===== config.mk =====
export PLATFORM = sky130hd
export DESIGN_NAME = ccpfr_regs
export DESIGN_NICKNAME = d
export VERILOG_FILES = /design/src/rtl/ccpfr_wfifo.v /design/src/rtl/ccpfr_regs.v
export VERILOG_INCLUDE_DIRS = /design/src /design/src/shared
export SDC_FILE = /design/constraint.sdc
export NUM_CORES = 1
export LEC_CHECK = 0
export ABC_AREA = 1
export BUFFER_PORTS_ARGS = -buffer_cell sky130_fd_sc_hd__buf_4
export CAP_MARGIN = 20
export CORE_ASPECT_RATIO = 1.25
export CORE_MARGIN = 2
export CORE_UTILIZATION = 40
export DETAILED_ROUTE_END_ITERATION = 8
export SYNTH_ARGS = -nofsm -noshare
export SYNTH_HDL_FRONTEND = slang
export SYNTH_SLANG_ARGS = --single-unit

===== constraint.sdc =====
create_clock -name CLK_IN -period 1.8 [get_ports CLK_IN]
set_input_delay 0.54 -clock CLK_IN [delete_from_list [all_inputs] [get_ports CLK_IN]]
set_output_delay 0.54 -clock CLK_IN [all_outputs]
set_load 0.01 [all_outputs]

===== src/shared/ccpfr_map.vh =====
// Purpose: Index map, field positions, reset values and timing counts of the card controller power/FIFO bits
// Assumes: Indexed 8-bit register space behind an index/data port pair
// Notes: Socket B sees the same indexes with the socket select bit of the index set
`ifndef CCPFR_MAP_VH
`define CCPFR_MAP_VH

`define CCPFR_IDX_MISC1 6'h16
`define CCPFR_IDX_WBUF 6'h17
`define CCPFR_IDX_PWRCLK 6'h1E
`define CCPFR_IDX_SOCK_BIT 6

`define CCPFR_MISC1_INPACK 7
`define CCPFR_WBUF_EMPTY 7

`define CCPFR_PC_BYPASS 0
`define CCPFR_PC_LOWPWR 1
`define CCPFR_PC_SUSPEND 2
`define CCPFR_PC_CORE5V 3
`define CCPFR_PC_LED 4
`define CCPFR_PC_FLOAT7 5
`define CCPFR_PC_DMA 6
`define CCPFR_PC_RING 7

`define CCPFR_MISC1_RST 8'h00
`define CCPFR_WBUF_RST 7'h00
`define CCPFR_PWRCLK_RST 8'h02

`define CCPFR_FLOAT_ADDR_A 16'h03F7
`define CCPFR_FLOAT_ADDR_B 16'h0377

`define CCPFR_CLK_PERIOD_NS 50
`define CCPFR_IDLE_HOLD_NS 400
`define CCPFR_IDLE_HOLD_CYC (`CCPFR_IDLE_HOLD_NS / `CCPFR_CLK_PERIOD_NS)

`endif


===== src/rtl/ccpfr_wfifo.v =====
// Purpose: Posted-write buffer of one socket with flush
// Assumes: Push and pop handshakes are valid/ready in the same clock
// Notes: Flush beats a push in the same cycle; all flags are registered
`timescale 1ns/10ps
module ccpfr_wfifo #(
   parameter W = 8,
   parameter DEPTH = 4,
   parameter AW = 2
)(
   input wire clk_in,
   input wire rst_in,
   input wire flush_in,
   input wire push_valid_in,
   input wire [W-1:0] push_data_in,
   output wire push_ready_out,
   output wire pop_valid_out,
   output wire [W-1:0] pop_data_out,
   input wire pop_ready_in,
   output wire empty_out
);
   reg [W-1:0] mem_r [0:DEPTH-1];
   reg [AW-1:0] wr_ptr_r;
   reg [AW-1:0] rd_ptr_r;
   reg [AW:0] count_r;
   reg full_r;
   reg empty_r;
   reg ready_r;
   wire push;
   wire pop;
   reg [AW:0] count_nxt;

   assign push = push_valid_in & ~full_r & ~flush_in;
   assign pop = pop_ready_in & ~empty_r & ~flush_in;
   assign push_ready_out = ready_r;
   assign pop_valid_out = ~empty_r;
   assign pop_data_out = mem_r[rd_ptr_r];
   assign empty_out = empty_r;

   always @*
   begin
      count_nxt = count_r;
      if (flush_in)
      begin
         count_nxt = {(AW+1){1'b0}};
      end
      else if (push & ~pop)
      begin
         count_nxt = count_r + 1'b1;
      end
      else if (pop & ~push)
      begin
         count_nxt = count_r - 1'b1;
      end
   end

   always @(posedge clk_in)
   begin
      if (rst_in | flush_in)
      begin
         wr_ptr_r <= {AW{1'b0}};
         rd_ptr_r <= {AW{1'b0}};
      end
      else
      begin
         if (push)
         begin
            wr_ptr_r <= (wr_ptr_r == DEPTH - 1) ? {AW{1'b0}} : wr_ptr_r + 1'b1;
         end
         if (pop)
         begin
            rd_ptr_r <= (rd_ptr_r == DEPTH - 1) ? {AW{1'b0}} : rd_ptr_r + 1'b1;
         end
      end
   end

   always @(posedge clk_in)
   begin
      if (push)
      begin
         mem_r[wr_ptr_r] <= push_data_in;
      end
   end

   always @(posedge clk_in)
   begin
      if (rst_in)
      begin
         count_r <= {(AW+1){1'b0}};
         full_r <= 1'b0;
         empty_r <= 1'b1;
         ready_r <= 1'b1;
      end
      else
      begin
         count_r <= count_nxt;
         full_r <= (count_nxt == DEPTH);
         // Own flop so the ready pin leaves straight from a register
         ready_r <= (count_nxt != DEPTH);
         empty_r <= (count_nxt == {(AW+1){1'b0}});
      end
   end
endmodule


===== src/rtl/ccpfr_regs.v =====
// Purpose: Socket buffer control, data driver gating and chip power/clock control of a card socket controller
// Assumes: All inputs synchronous to CLK_IN; index/data port reached by one-cycle read and write strobes
// Notes: The real clock multiplier and gate sit outside; this block only steers them
// Behaviour
// RULE_01 - Inpack enable set: card inpack decides host data driving on socket reads
// RULE_02 - Buffer empty bit reads 1 when posted-write buffer empty, else 0
// RULE_03 - Writing 1 to the empty bit flushes the buffer; writing 0 does nothing
// RULE_04 - Software uses the scratch bits only while no card activity can happen
// RULE_05 - Buffer flushes while power good is low, card removed, or supply off
// RULE_06 - Software checks buffer empty before changing any socket timing register
// RULE_07 - Bypass clear runs time base at 7/4 input clock; set uses input clock
// RULE_08 - Auto clock stop set (reset value) stops clock when idle; clear runs always
// RULE_09 - Suspend stops synthesizer, forces low power and blocks socket access
// RULE_10 - Suspend with AEN high turns host bus inputs off
// RULE_11 - Host holds AEN high after entering suspend for lowest power
// RULE_12 - LED enable makes IRQ12 open drain, driven by speaker of LED sockets
// RULE_13 - Software keeps LED enable clear in memory card interface mode
// RULE_14 - Float control leaves data bit 7 undriven on socket reads at 03F7h/0377h
// RULE_15 - Dual-socket DMA bit reconfigures IRQ9, IRQ10, VPP valid; reserved single-socket
// RULE_16 - Buffer control register exists per socket at index 17h
// RULE_17 - Power and clock register exists once per chip at index 1Eh
// RULE_18 - Ring indicate bit makes IRQ15 pulse on falling card status change
// RULE_19 - Any host or card activity restarts the stopped internal clock first
`timescale 1ns/10ps
`include "ccpfr_map.vh"
module ccpfr_regs #(
   parameter NS = 2,
   parameter PW_W = 8,
   parameter PW_DEPTH = 4,
   parameter PW_AW = 2
)(
   input wire CLK_IN,
   input wire SYS_RST_IN,
   input wire IO_WR_IN,
   input wire IO_RD_IN,
   input wire IO_DATA_SEL_IN,
   input wire [7:0] IO_WDATA_IN,
   output wire [7:0] IO_RDATA_OUT,
   input wire AEN_IN,
   input wire POWER_GOOD_INPUT_IN,
   input wire [NS-1:0] CARD_PRESENT_IN,
   input wire [NS-1:0] VCC_POWER_IN,
   input wire [NS-1:0] CARD_INPACK_N_IN,
   input wire [NS-1:0] CARD_SPEAKER_N_IN,
   input wire [NS-1:0] SPEAKER_AS_LED_IN,
   input wire [NS-1:0] CARD_STATUS_CHANGE_N_IN,
   input wire SOCK_IO_RD_IN,
   input wire SOCK_SEL_IN,
   input wire [15:0] SOCK_IO_ADDR_IN,
   input wire [NS-1:0] PW_VALID_IN,
   input wire [PW_W-1:0] PW_DATA_IN,
   output wire [NS-1:0] PW_READY_OUT,
   output wire [NS-1:0] CARD_PW_VALID_OUT,
   output wire [NS*PW_W-1:0] CARD_PW_DATA_OUT,
   input wire [NS-1:0] CARD_PW_READY_IN,
   input wire IRQ12_REQ_IN,
   input wire IRQ15_REQ_IN,
   output wire DATA_LO_DRV_OUT,
   output wire DATA7_DRV_OUT,
   output wire SYNTH_EN_OUT,
   output wire SYNTH_BYPASS_OUT,
   output wire INT_CLK_RUN_OUT,
   output wire SOCKET_ACCESS_EN_OUT,
   output wire HOST_INPUTS_OFF_OUT,
   output wire CORE_5V_OUT,
   output wire IRQ12_OUT,
   output wire IRQ12_OE_OUT,
   output wire IRQ15_OUT,
   output wire DMA_MODE_OUT
);
   localparam integer IDLE_HOLD_CYC = `CCPFR_IDLE_HOLD_CYC;
   localparam [3:0] IDLE_HOLD = IDLE_HOLD_CYC[3:0];

   reg [7:0] index_r;
   reg [7:0] rdata_r;
   reg [7:0] pwrclk_r;
   reg [7:0] misc1_r [0:NS-1];
   reg [6:0] scratch_r [0:NS-1];
   reg [NS-1:0] flush_req_r;
   reg [NS-1:0] card_status_change_d_r;
   reg [3:0] idle_cnt_r;
   reg data_lo_drv_r;
   reg data7_drv_r;
   reg clk_run_r;
   reg inputs_off_r;
   reg irq12_r;
   reg irq12_oe_r;
   reg irq15_r;
   reg awake_r;
   reg [7:0] rdata_nxt;
   reg [3:0] idle_cnt_nxt;

   wire [5:0] reg_idx;
   wire sock;
   wire data_wr;
   wire data_rd;
   wire suspend;
   wire [NS-1:0] pw_empty;
   wire [NS-1:0] flush;
   wire [NS-1:0] led_on;
   wire [NS-1:0] card_status_change_fall;
   wire [NS-1:0] fifo_push;
   wire activity;
   wire sock_drv;
   wire float_hit;

   assign reg_idx = index_r[5:0];
   assign sock = (NS > 1) ? index_r[`CCPFR_IDX_SOCK_BIT] : 1'b0;
   assign data_wr = IO_WR_IN & IO_DATA_SEL_IN & ~inputs_off_r;
   assign data_rd = IO_RD_IN & IO_DATA_SEL_IN & ~inputs_off_r;
   assign suspend = pwrclk_r[`CCPFR_PC_SUSPEND];

   // Index register; host accesses are ignored while the bus inputs are off
   always @(posedge CLK_IN)
   begin
      if (SYS_RST_IN)
      begin
         index_r <= 8'h00;
      end
      else if (IO_WR_IN & ~IO_DATA_SEL_IN & ~inputs_off_r)
      begin
         index_r <= IO_WDATA_IN;
      end
   end

   // Chip-wide register, one copy whatever the socket select says
   always @(posedge CLK_IN)
   begin
      if (SYS_RST_IN)
      begin
         pwrclk_r <= `CCPFR_PWRCLK_RST;
         awake_r <= 1'b1;
      end
      else if (data_wr && reg_idx == `CCPFR_IDX_PWRCLK) // RULE_17
      begin
         pwrclk_r <= IO_WDATA_IN;
         awake_r <= ~IO_WDATA_IN[`CCPFR_PC_SUSPEND]; // RULE_09
         if (NS < 2)
         begin
            pwrclk_r[`CCPFR_PC_DMA] <= 1'b0; // RULE_15
         end
      end
   end

   genvar s;
   generate
      for (s = 0; s < NS; s = s + 1)
      begin : g_sock
         wire sel_wr;
         assign sel_wr = data_wr & (sock == s);

         always @(posedge CLK_IN)
         begin
            if (SYS_RST_IN)
            begin
               misc1_r[s] <= `CCPFR_MISC1_RST;
               scratch_r[s] <= `CCPFR_WBUF_RST;
               flush_req_r[s] <= 1'b0;
            end
            else
            begin
               flush_req_r[s] <= 1'b0;
               if (sel_wr && reg_idx == `CCPFR_IDX_MISC1)
               begin
                  misc1_r[s] <= IO_WDATA_IN;
               end
               if (sel_wr && reg_idx == `CCPFR_IDX_WBUF) // RULE_16
               begin
                  scratch_r[s] <= IO_WDATA_IN[6:0];
                  flush_req_r[s] <= IO_WDATA_IN[`CCPFR_WBUF_EMPTY]; // RULE_03
               end
            end
         end

         // Loss conditions act every cycle they hold, not only on their edge
         assign flush[s] = flush_req_r[s] | ~POWER_GOOD_INPUT_IN | ~CARD_PRESENT_IN[s] | ~VCC_POWER_IN[s]; // RULE_05
         assign fifo_push[s] = PW_VALID_IN[s] & ~suspend; // RULE_09

         ccpfr_wfifo #(
            .W(PW_W),
            .DEPTH(PW_DEPTH),
            .AW(PW_AW)
         ) u_wfifo (
            .clk_in(CLK_IN),
            .rst_in(SYS_RST_IN),
            .flush_in(flush[s]),
            .push_valid_in(fifo_push[s]),
            .push_data_in(PW_DATA_IN),
            .push_ready_out(PW_READY_OUT[s]),
            .pop_valid_out(CARD_PW_VALID_OUT[s]),
            .pop_data_out(CARD_PW_DATA_OUT[s*PW_W +: PW_W]),
            .pop_ready_in(CARD_PW_READY_IN[s] & ~suspend),
            .empty_out(pw_empty[s])
         );

         assign led_on[s] = ~CARD_SPEAKER_N_IN[s] & SPEAKER_AS_LED_IN[s]; // RULE_12
         assign card_status_change_fall[s] = card_status_change_d_r[s] & ~CARD_STATUS_CHANGE_N_IN[s];
      end
   endgenerate

   // Read mux; unmapped indexes read as zero
   always @*
   begin
      rdata_nxt = rdata_r;
      if (IO_RD_IN & ~IO_DATA_SEL_IN & ~inputs_off_r)
      begin
         rdata_nxt = index_r;
      end
      else if (data_rd)
      begin
         case (reg_idx)
            `CCPFR_IDX_MISC1: rdata_nxt = misc1_r[sock];
            `CCPFR_IDX_WBUF: rdata_nxt = {pw_empty[sock], scratch_r[sock]}; // RULE_02
            `CCPFR_IDX_PWRCLK: rdata_nxt = pwrclk_r;
            default: rdata_nxt = 8'h00;
         endcase
      end
   end

   always @(posedge CLK_IN)
   begin
      if (SYS_RST_IN)
      begin
         rdata_r <= 8'h00;
      end
      else
      begin
         rdata_r <= rdata_nxt;
      end
   end

   // Socket read data drivers; inpack only matters once software opts in
   assign sock_drv = SOCK_IO_RD_IN & ~suspend &
                     (~misc1_r[SOCK_SEL_IN][`CCPFR_MISC1_INPACK] | ~CARD_INPACK_N_IN[SOCK_SEL_IN]); // RULE_01
   assign float_hit = pwrclk_r[`CCPFR_PC_FLOAT7] &
                      (SOCK_IO_ADDR_IN == `CCPFR_FLOAT_ADDR_A || SOCK_IO_ADDR_IN == `CCPFR_FLOAT_ADDR_B); // RULE_14

   always @(posedge CLK_IN)
   begin
      if (SYS_RST_IN)
      begin
         data_lo_drv_r <= 1'b0;
         data7_drv_r <= 1'b0;
      end
      else
      begin
         data_lo_drv_r <= sock_drv; // RULE_01
         data7_drv_r <= sock_drv & ~float_hit; // RULE_14
      end
   end

   // Activity keeps the clock alive; the hold count covers short gaps between cycles
   assign activity = IO_WR_IN | IO_RD_IN | SOCK_IO_RD_IN | (|PW_VALID_IN) | (|CARD_PW_VALID_OUT) |
                     (|card_status_change_fall); // RULE_19

   always @*
   begin
      idle_cnt_nxt = idle_cnt_r;
      if (activity)
      begin
         idle_cnt_nxt = IDLE_HOLD;
      end
      else if (idle_cnt_r != 4'h0)
      begin
         idle_cnt_nxt = idle_cnt_r - 4'h1;
      end
   end

   always @(posedge CLK_IN)
   begin
      if (SYS_RST_IN)
      begin
         idle_cnt_r <= 4'h0;
         clk_run_r <= 1'b1;
         inputs_off_r <= 1'b0;
         card_status_change_d_r <= {NS{1'b1}};
      end
      else
      begin
         idle_cnt_r <= idle_cnt_nxt;
         // Suspend forces the stop-when-idle behaviour on regardless of the mode bit
         clk_run_r <= (~pwrclk_r[`CCPFR_PC_LOWPWR] & ~suspend) | activity | (idle_cnt_r != 4'h0); // RULE_08 RULE_09 RULE_19
         inputs_off_r <= suspend & AEN_IN; // RULE_10
         card_status_change_d_r <= CARD_STATUS_CHANGE_N_IN;
      end
   end

   // Interrupt pin functions
   always @(posedge CLK_IN)
   begin
      if (SYS_RST_IN)
      begin
         irq12_r <= 1'b0;
         irq12_oe_r <= 1'b1;
         irq15_r <= 1'b0;
      end
      else
      begin
         if (pwrclk_r[`CCPFR_PC_LED])
         begin
            irq12_r <= 1'b0;
            irq12_oe_r <= |led_on; // RULE_12
         end
         else
         begin
            irq12_r <= IRQ12_REQ_IN;
            irq12_oe_r <= 1'b1;
         end
         irq15_r <= pwrclk_r[`CCPFR_PC_RING] ? (|card_status_change_fall) : IRQ15_REQ_IN; // RULE_18
      end
   end

   assign IO_RDATA_OUT = rdata_r;
   assign DATA_LO_DRV_OUT = data_lo_drv_r;
   assign DATA7_DRV_OUT = data7_drv_r;
   assign SYNTH_EN_OUT = awake_r; // RULE_09
   assign SYNTH_BYPASS_OUT = pwrclk_r[`CCPFR_PC_BYPASS]; // RULE_07
   assign INT_CLK_RUN_OUT = clk_run_r;
   assign SOCKET_ACCESS_EN_OUT = awake_r; // RULE_09
   assign HOST_INPUTS_OFF_OUT = inputs_off_r;
   assign CORE_5V_OUT = pwrclk_r[`CCPFR_PC_CORE5V];
   assign IRQ12_OUT = irq12_r;
   assign IRQ12_OE_OUT = irq12_oe_r;
   assign IRQ15_OUT = irq15_r;
   assign DMA_MODE_OUT = pwrclk_r[`CCPFR_PC_DMA]; // RULE_15
endmodule


==> run_results.csv <==
group,metric,value,unit
placement,portBuffers,97,
yosys,synth_ff_type,"edfxtp_1",
detailed_routing,initialDrtViolationCount,301,
timing,fin_setup_tns,-2.43,ns
timing,finalMaxSlewViolations,0,
run_status,violations,"setup timing",
yosys,synth_top_family_by_area,"simple AND/OR/NAND/NOR gates",
yosys,ys_ff_latch,159,
worst_setup_path,end_kind,"output pin",
power,powerDensity,884,mW/mm2
timing,rsz0062_at_grt,"yes",
cells_and_area,multi_input_area,0.00229,mm2
cells_and_area,nets,935,
clock_network,tritoncts,"built",
cells_and_area,ff_latch_area,0.00413,mm2
detailed_routing,wl_per_cell,15.4,um
die,chipWidth,121,um
yosys,ys_types,42,
placement,placed_cell_area,0.00807,mm2
worst_setup_path,max_stage_delay,0.41,ns
die,initial_core_util,41.0,%
timing,finalHoldViolations,0,
yosys,synth_warnings,0,
yosys,syn_nets,797,
detailed_routing,antenna_left,0,
timing,relSlewSlack,76.2,%
yosys,ys_seq_area_share,59.8,%
cells_and_area,drive_gt1_share,25.3,%
cells_and_area,final_util,52.3,%
yosys,synthTopCellsByArea,"edfxtp_1 (41%), dfxtp_1 (19%), nor2_1 (5.9%)",
cells_and_area,finalInstanceArea,0.00881,mm2
die,fp-row-count,53,
clock_network,cts.htree.levels,4,
die,dieHeight,151,um
worst_setup_path,reg2reg_slack,0.15,ns
worst_setup_path,cp.required,1.26,ns
detailed_routing,dr.pass1.iters,5,
worst_setup_path,critPathSlowestCell,"dfxtp_4",
global_routing,grt_overflow_total,0,
global_routing,grt_max_degree,31,
timing,setup_viol,16,
yosys,synth_simple_gate_area_share,18.4,%
run_status,status,"finished with violations",
cells_and_area,syn2layout_area_growth,27.7,%
power,leakagePower,3.68,nW
yosys,async_flop_share,0,%
yosys,synthMuxAreaShare,0.145,%
power,ir_worst_vdd,0.000584,V
worst_setup_path,critPathKind,"flop to output pin",
worst_hold_path,min_path_type,"input pin to flop",
cells_and_area,fillerInstances,1534,
worst_setup_path,worst_ep_arrival_time,1.43,ns
timing,tightest_slew,0.354,ns
yosys,syn_inst,722,
clock_network,cts_made_buffers,17,
detailed_routing,post_drt_via_cell_ratio,4.99,
detailed_routing,num_vias,5449,
yosys,synth-compound-area-share,10.8,%
timing,finalCritPeriodShare,110,%
timing,finClkSkew,0.00995,ns
clock_network,ctsHoldBuffers,0,
global_routing,first_global_vias,5394,
clock_network,cts_root_buf,"clkbuf_16",
worst_setup_path,crit_path_cell_trace,"clkinvlp_4 > o21ai_1 > o22ai_1 > buf_4",
placement,pre_cts_ws,-0.110,ns
timing,fmax,0.507,GHz
yosys,yosysTopAreaCell,"edfxtp_1",
worst_setup_path,critPathMaxFanout,8,
yosys,synth_xor_area_share,0.254,%
clock_network,clk_pin_slew,0.06,ns
global_routing,grt_pass1_wl,26.6,mm
timing,period_minus_slack,1.97,ns
global_routing,track_usage,19.0,%
die,core_area,0.0168,mm2
placement,place_hpwl,12.4,mm
yosys,synth.top_cell.area_share,40.9,%
worst_setup_path,cp-start-kind,"flop",
detailed_routing,wirelength,16.8,mm
yosys,netlist_area,0.00690,mm2
placement,place.gp.congestion,0.889,
cells_and_area,diodes,0,
clock_network,clockBufferDepth,2,
timing,setup_ws,-0.172,ns
clock_network,cts.sinks,159,
yosys,synth_edf_count,94,
die,io_pins,99,
yosys,synthAdderAreaFrac,2.90,%
clock_network,clkLatencyLatePin,0.42,ns
detailed_routing,drc,0,
yosys,synth.avg_cell_area,9.55,um2
global_routing,antenna_found_initial,0,
die,dieArea,0.0183,mm2
run,drv_cap,0,
cell usage after synthesis, drive strengths merged, types with 2 or more instances:
master and instances:
clkbuf 11, nor2 114, or2 2, a31oi 2
nand3 53, ha 16, o31ai 2, o22ai 17
o21ai 75, edfxtp 94, a211oi 2, nor4 2
inv 100, nor3 6, nand4 15, dfxtp 65
buf 12, nand2 93, a21oi 34
worst paths after layout:
path                                                 start                         to  depth (start not counted)
worst max-delay path                                  flop        CARD_PW_DATA_OUT[8]                          4
worst min-delay path            CARD_STATUS_CHANGE_N_IN[1]  card_status_change_d_r[1]                          2
worst max register to register                  index_r[5]              misc1_r[1][0]                          8
worst min register to register                  index_r[5]                 index_r[5]                          2
routing by layer:
metal	GRT usage (%)	wire, um
met1	21.2	6590
met2	34.7	8920
met3	4.48	889
met4	7.41	380
met5	0	0
layout by cell type, fill, tap and decap left out, types with 2 or more instances in the layout:
master,synthesis,layout
dfxtp_1,65,61
o22ai_1,17,17
o21ai_2,1,9
clkbuf_16,0,18
nor3_1,5,5
dfxtp_2,0,3
a31oi_1,2,2
nand2_2,2,2
o21ai_1,0,12
clkinv_1,1,3
o21ai_0,74,54
buf_12,1,4
a21oi_1,32,32
buf_4,6,132
buf_6,3,3
nor2_2,3,12
clkinvlp_4,0,7
inv_8,0,2
inv_6,1,5
nand2_1,89,89
nand4_1,15,15
nor2_1,109,100
inv_1,96,92
nor4_1,2,2
a211oi_1,2,2
ha_1,16,16
nand3_2,3,3
inv_2,3,4
or2_2,2,2
edfxtp_1,94,94
nand2_4,2,2
nand3_1,50,50
clkinv_2,0,2
what timing repair did:
item | CTS | global route
resized for setup | 38 | 15
pin swaps | 5 | 3
buffers inserted | 5 | 0
cloned | 1 | 1
setup endpoints to repair | 16 | 17
registers in the layout (all words and copies together), names as in the netlist, 4 cells and up, named ones only:
name and count:
g_sock.u_wfifo.rd_ptr_r 4, scratch_r 14, g_sock.u_wfifo.mem_r 64, g_sock.u_wfifo.count_r 6, index_r 8, misc1_r 16, idle_cnt_r 4, g_sock.u_wfifo.wr_ptr_r 4
pwrclk_r 8, IO_RDATA_OUT 8
final cells by class:
type	count	area share [%]
Sequential cell	159	46.9
Timing Repair Buffer	141	13.0
Tap cell	220	3.13
Clock buffer	17	4.83
Clock inverter	15	1.53
Multi-Input combinational cell	439	26.0
Timing Repair inverter	1	0.0853
Inverter	101	4.48
cells by family after synthesis:
family / Yosys count
fa+ha+maj: 16
compound gates: 135
xor+xnor: 2
mux: 1
buf+inv: 124
flops: 159
simple gates: 285
stage by stage:
stage / std cells / hold slack, ns / power (mW)
CTS: 1092 / 0.298 / 7.85
detailed placement: 1054 / 0.445 / 4.45
global placement: 1054 / 0.439 / 4.44
floorplan: 722 / 0.423 / 4.20
global route: 1093 / 0.300 / 8.04
finish: 1093 / 0.318 / 7.78
where the power goes:
| part | internal (mW) | leakage (nW) | switching, mW | total (mW) |
|---|---|---|---|---|
| Clock | 1.92 | 0.265 | 1.49 | 3.41 |
| Combinational | 0.190 | 2.00 | 0.256 | 0.446 |
| Sequential | 3.90 | 1.42 | 0.0255 | 3.93 |
critical path, delay by kind of cell (launching register included):
family / cells / cell delay, ns
buffers and inverters: 2 / 0.34
flip-flops: 1 / 0.41
AO/OA/AOI/OAI: 2 / 0.26
Note: power is estimated with default switching activity, not from simulation.
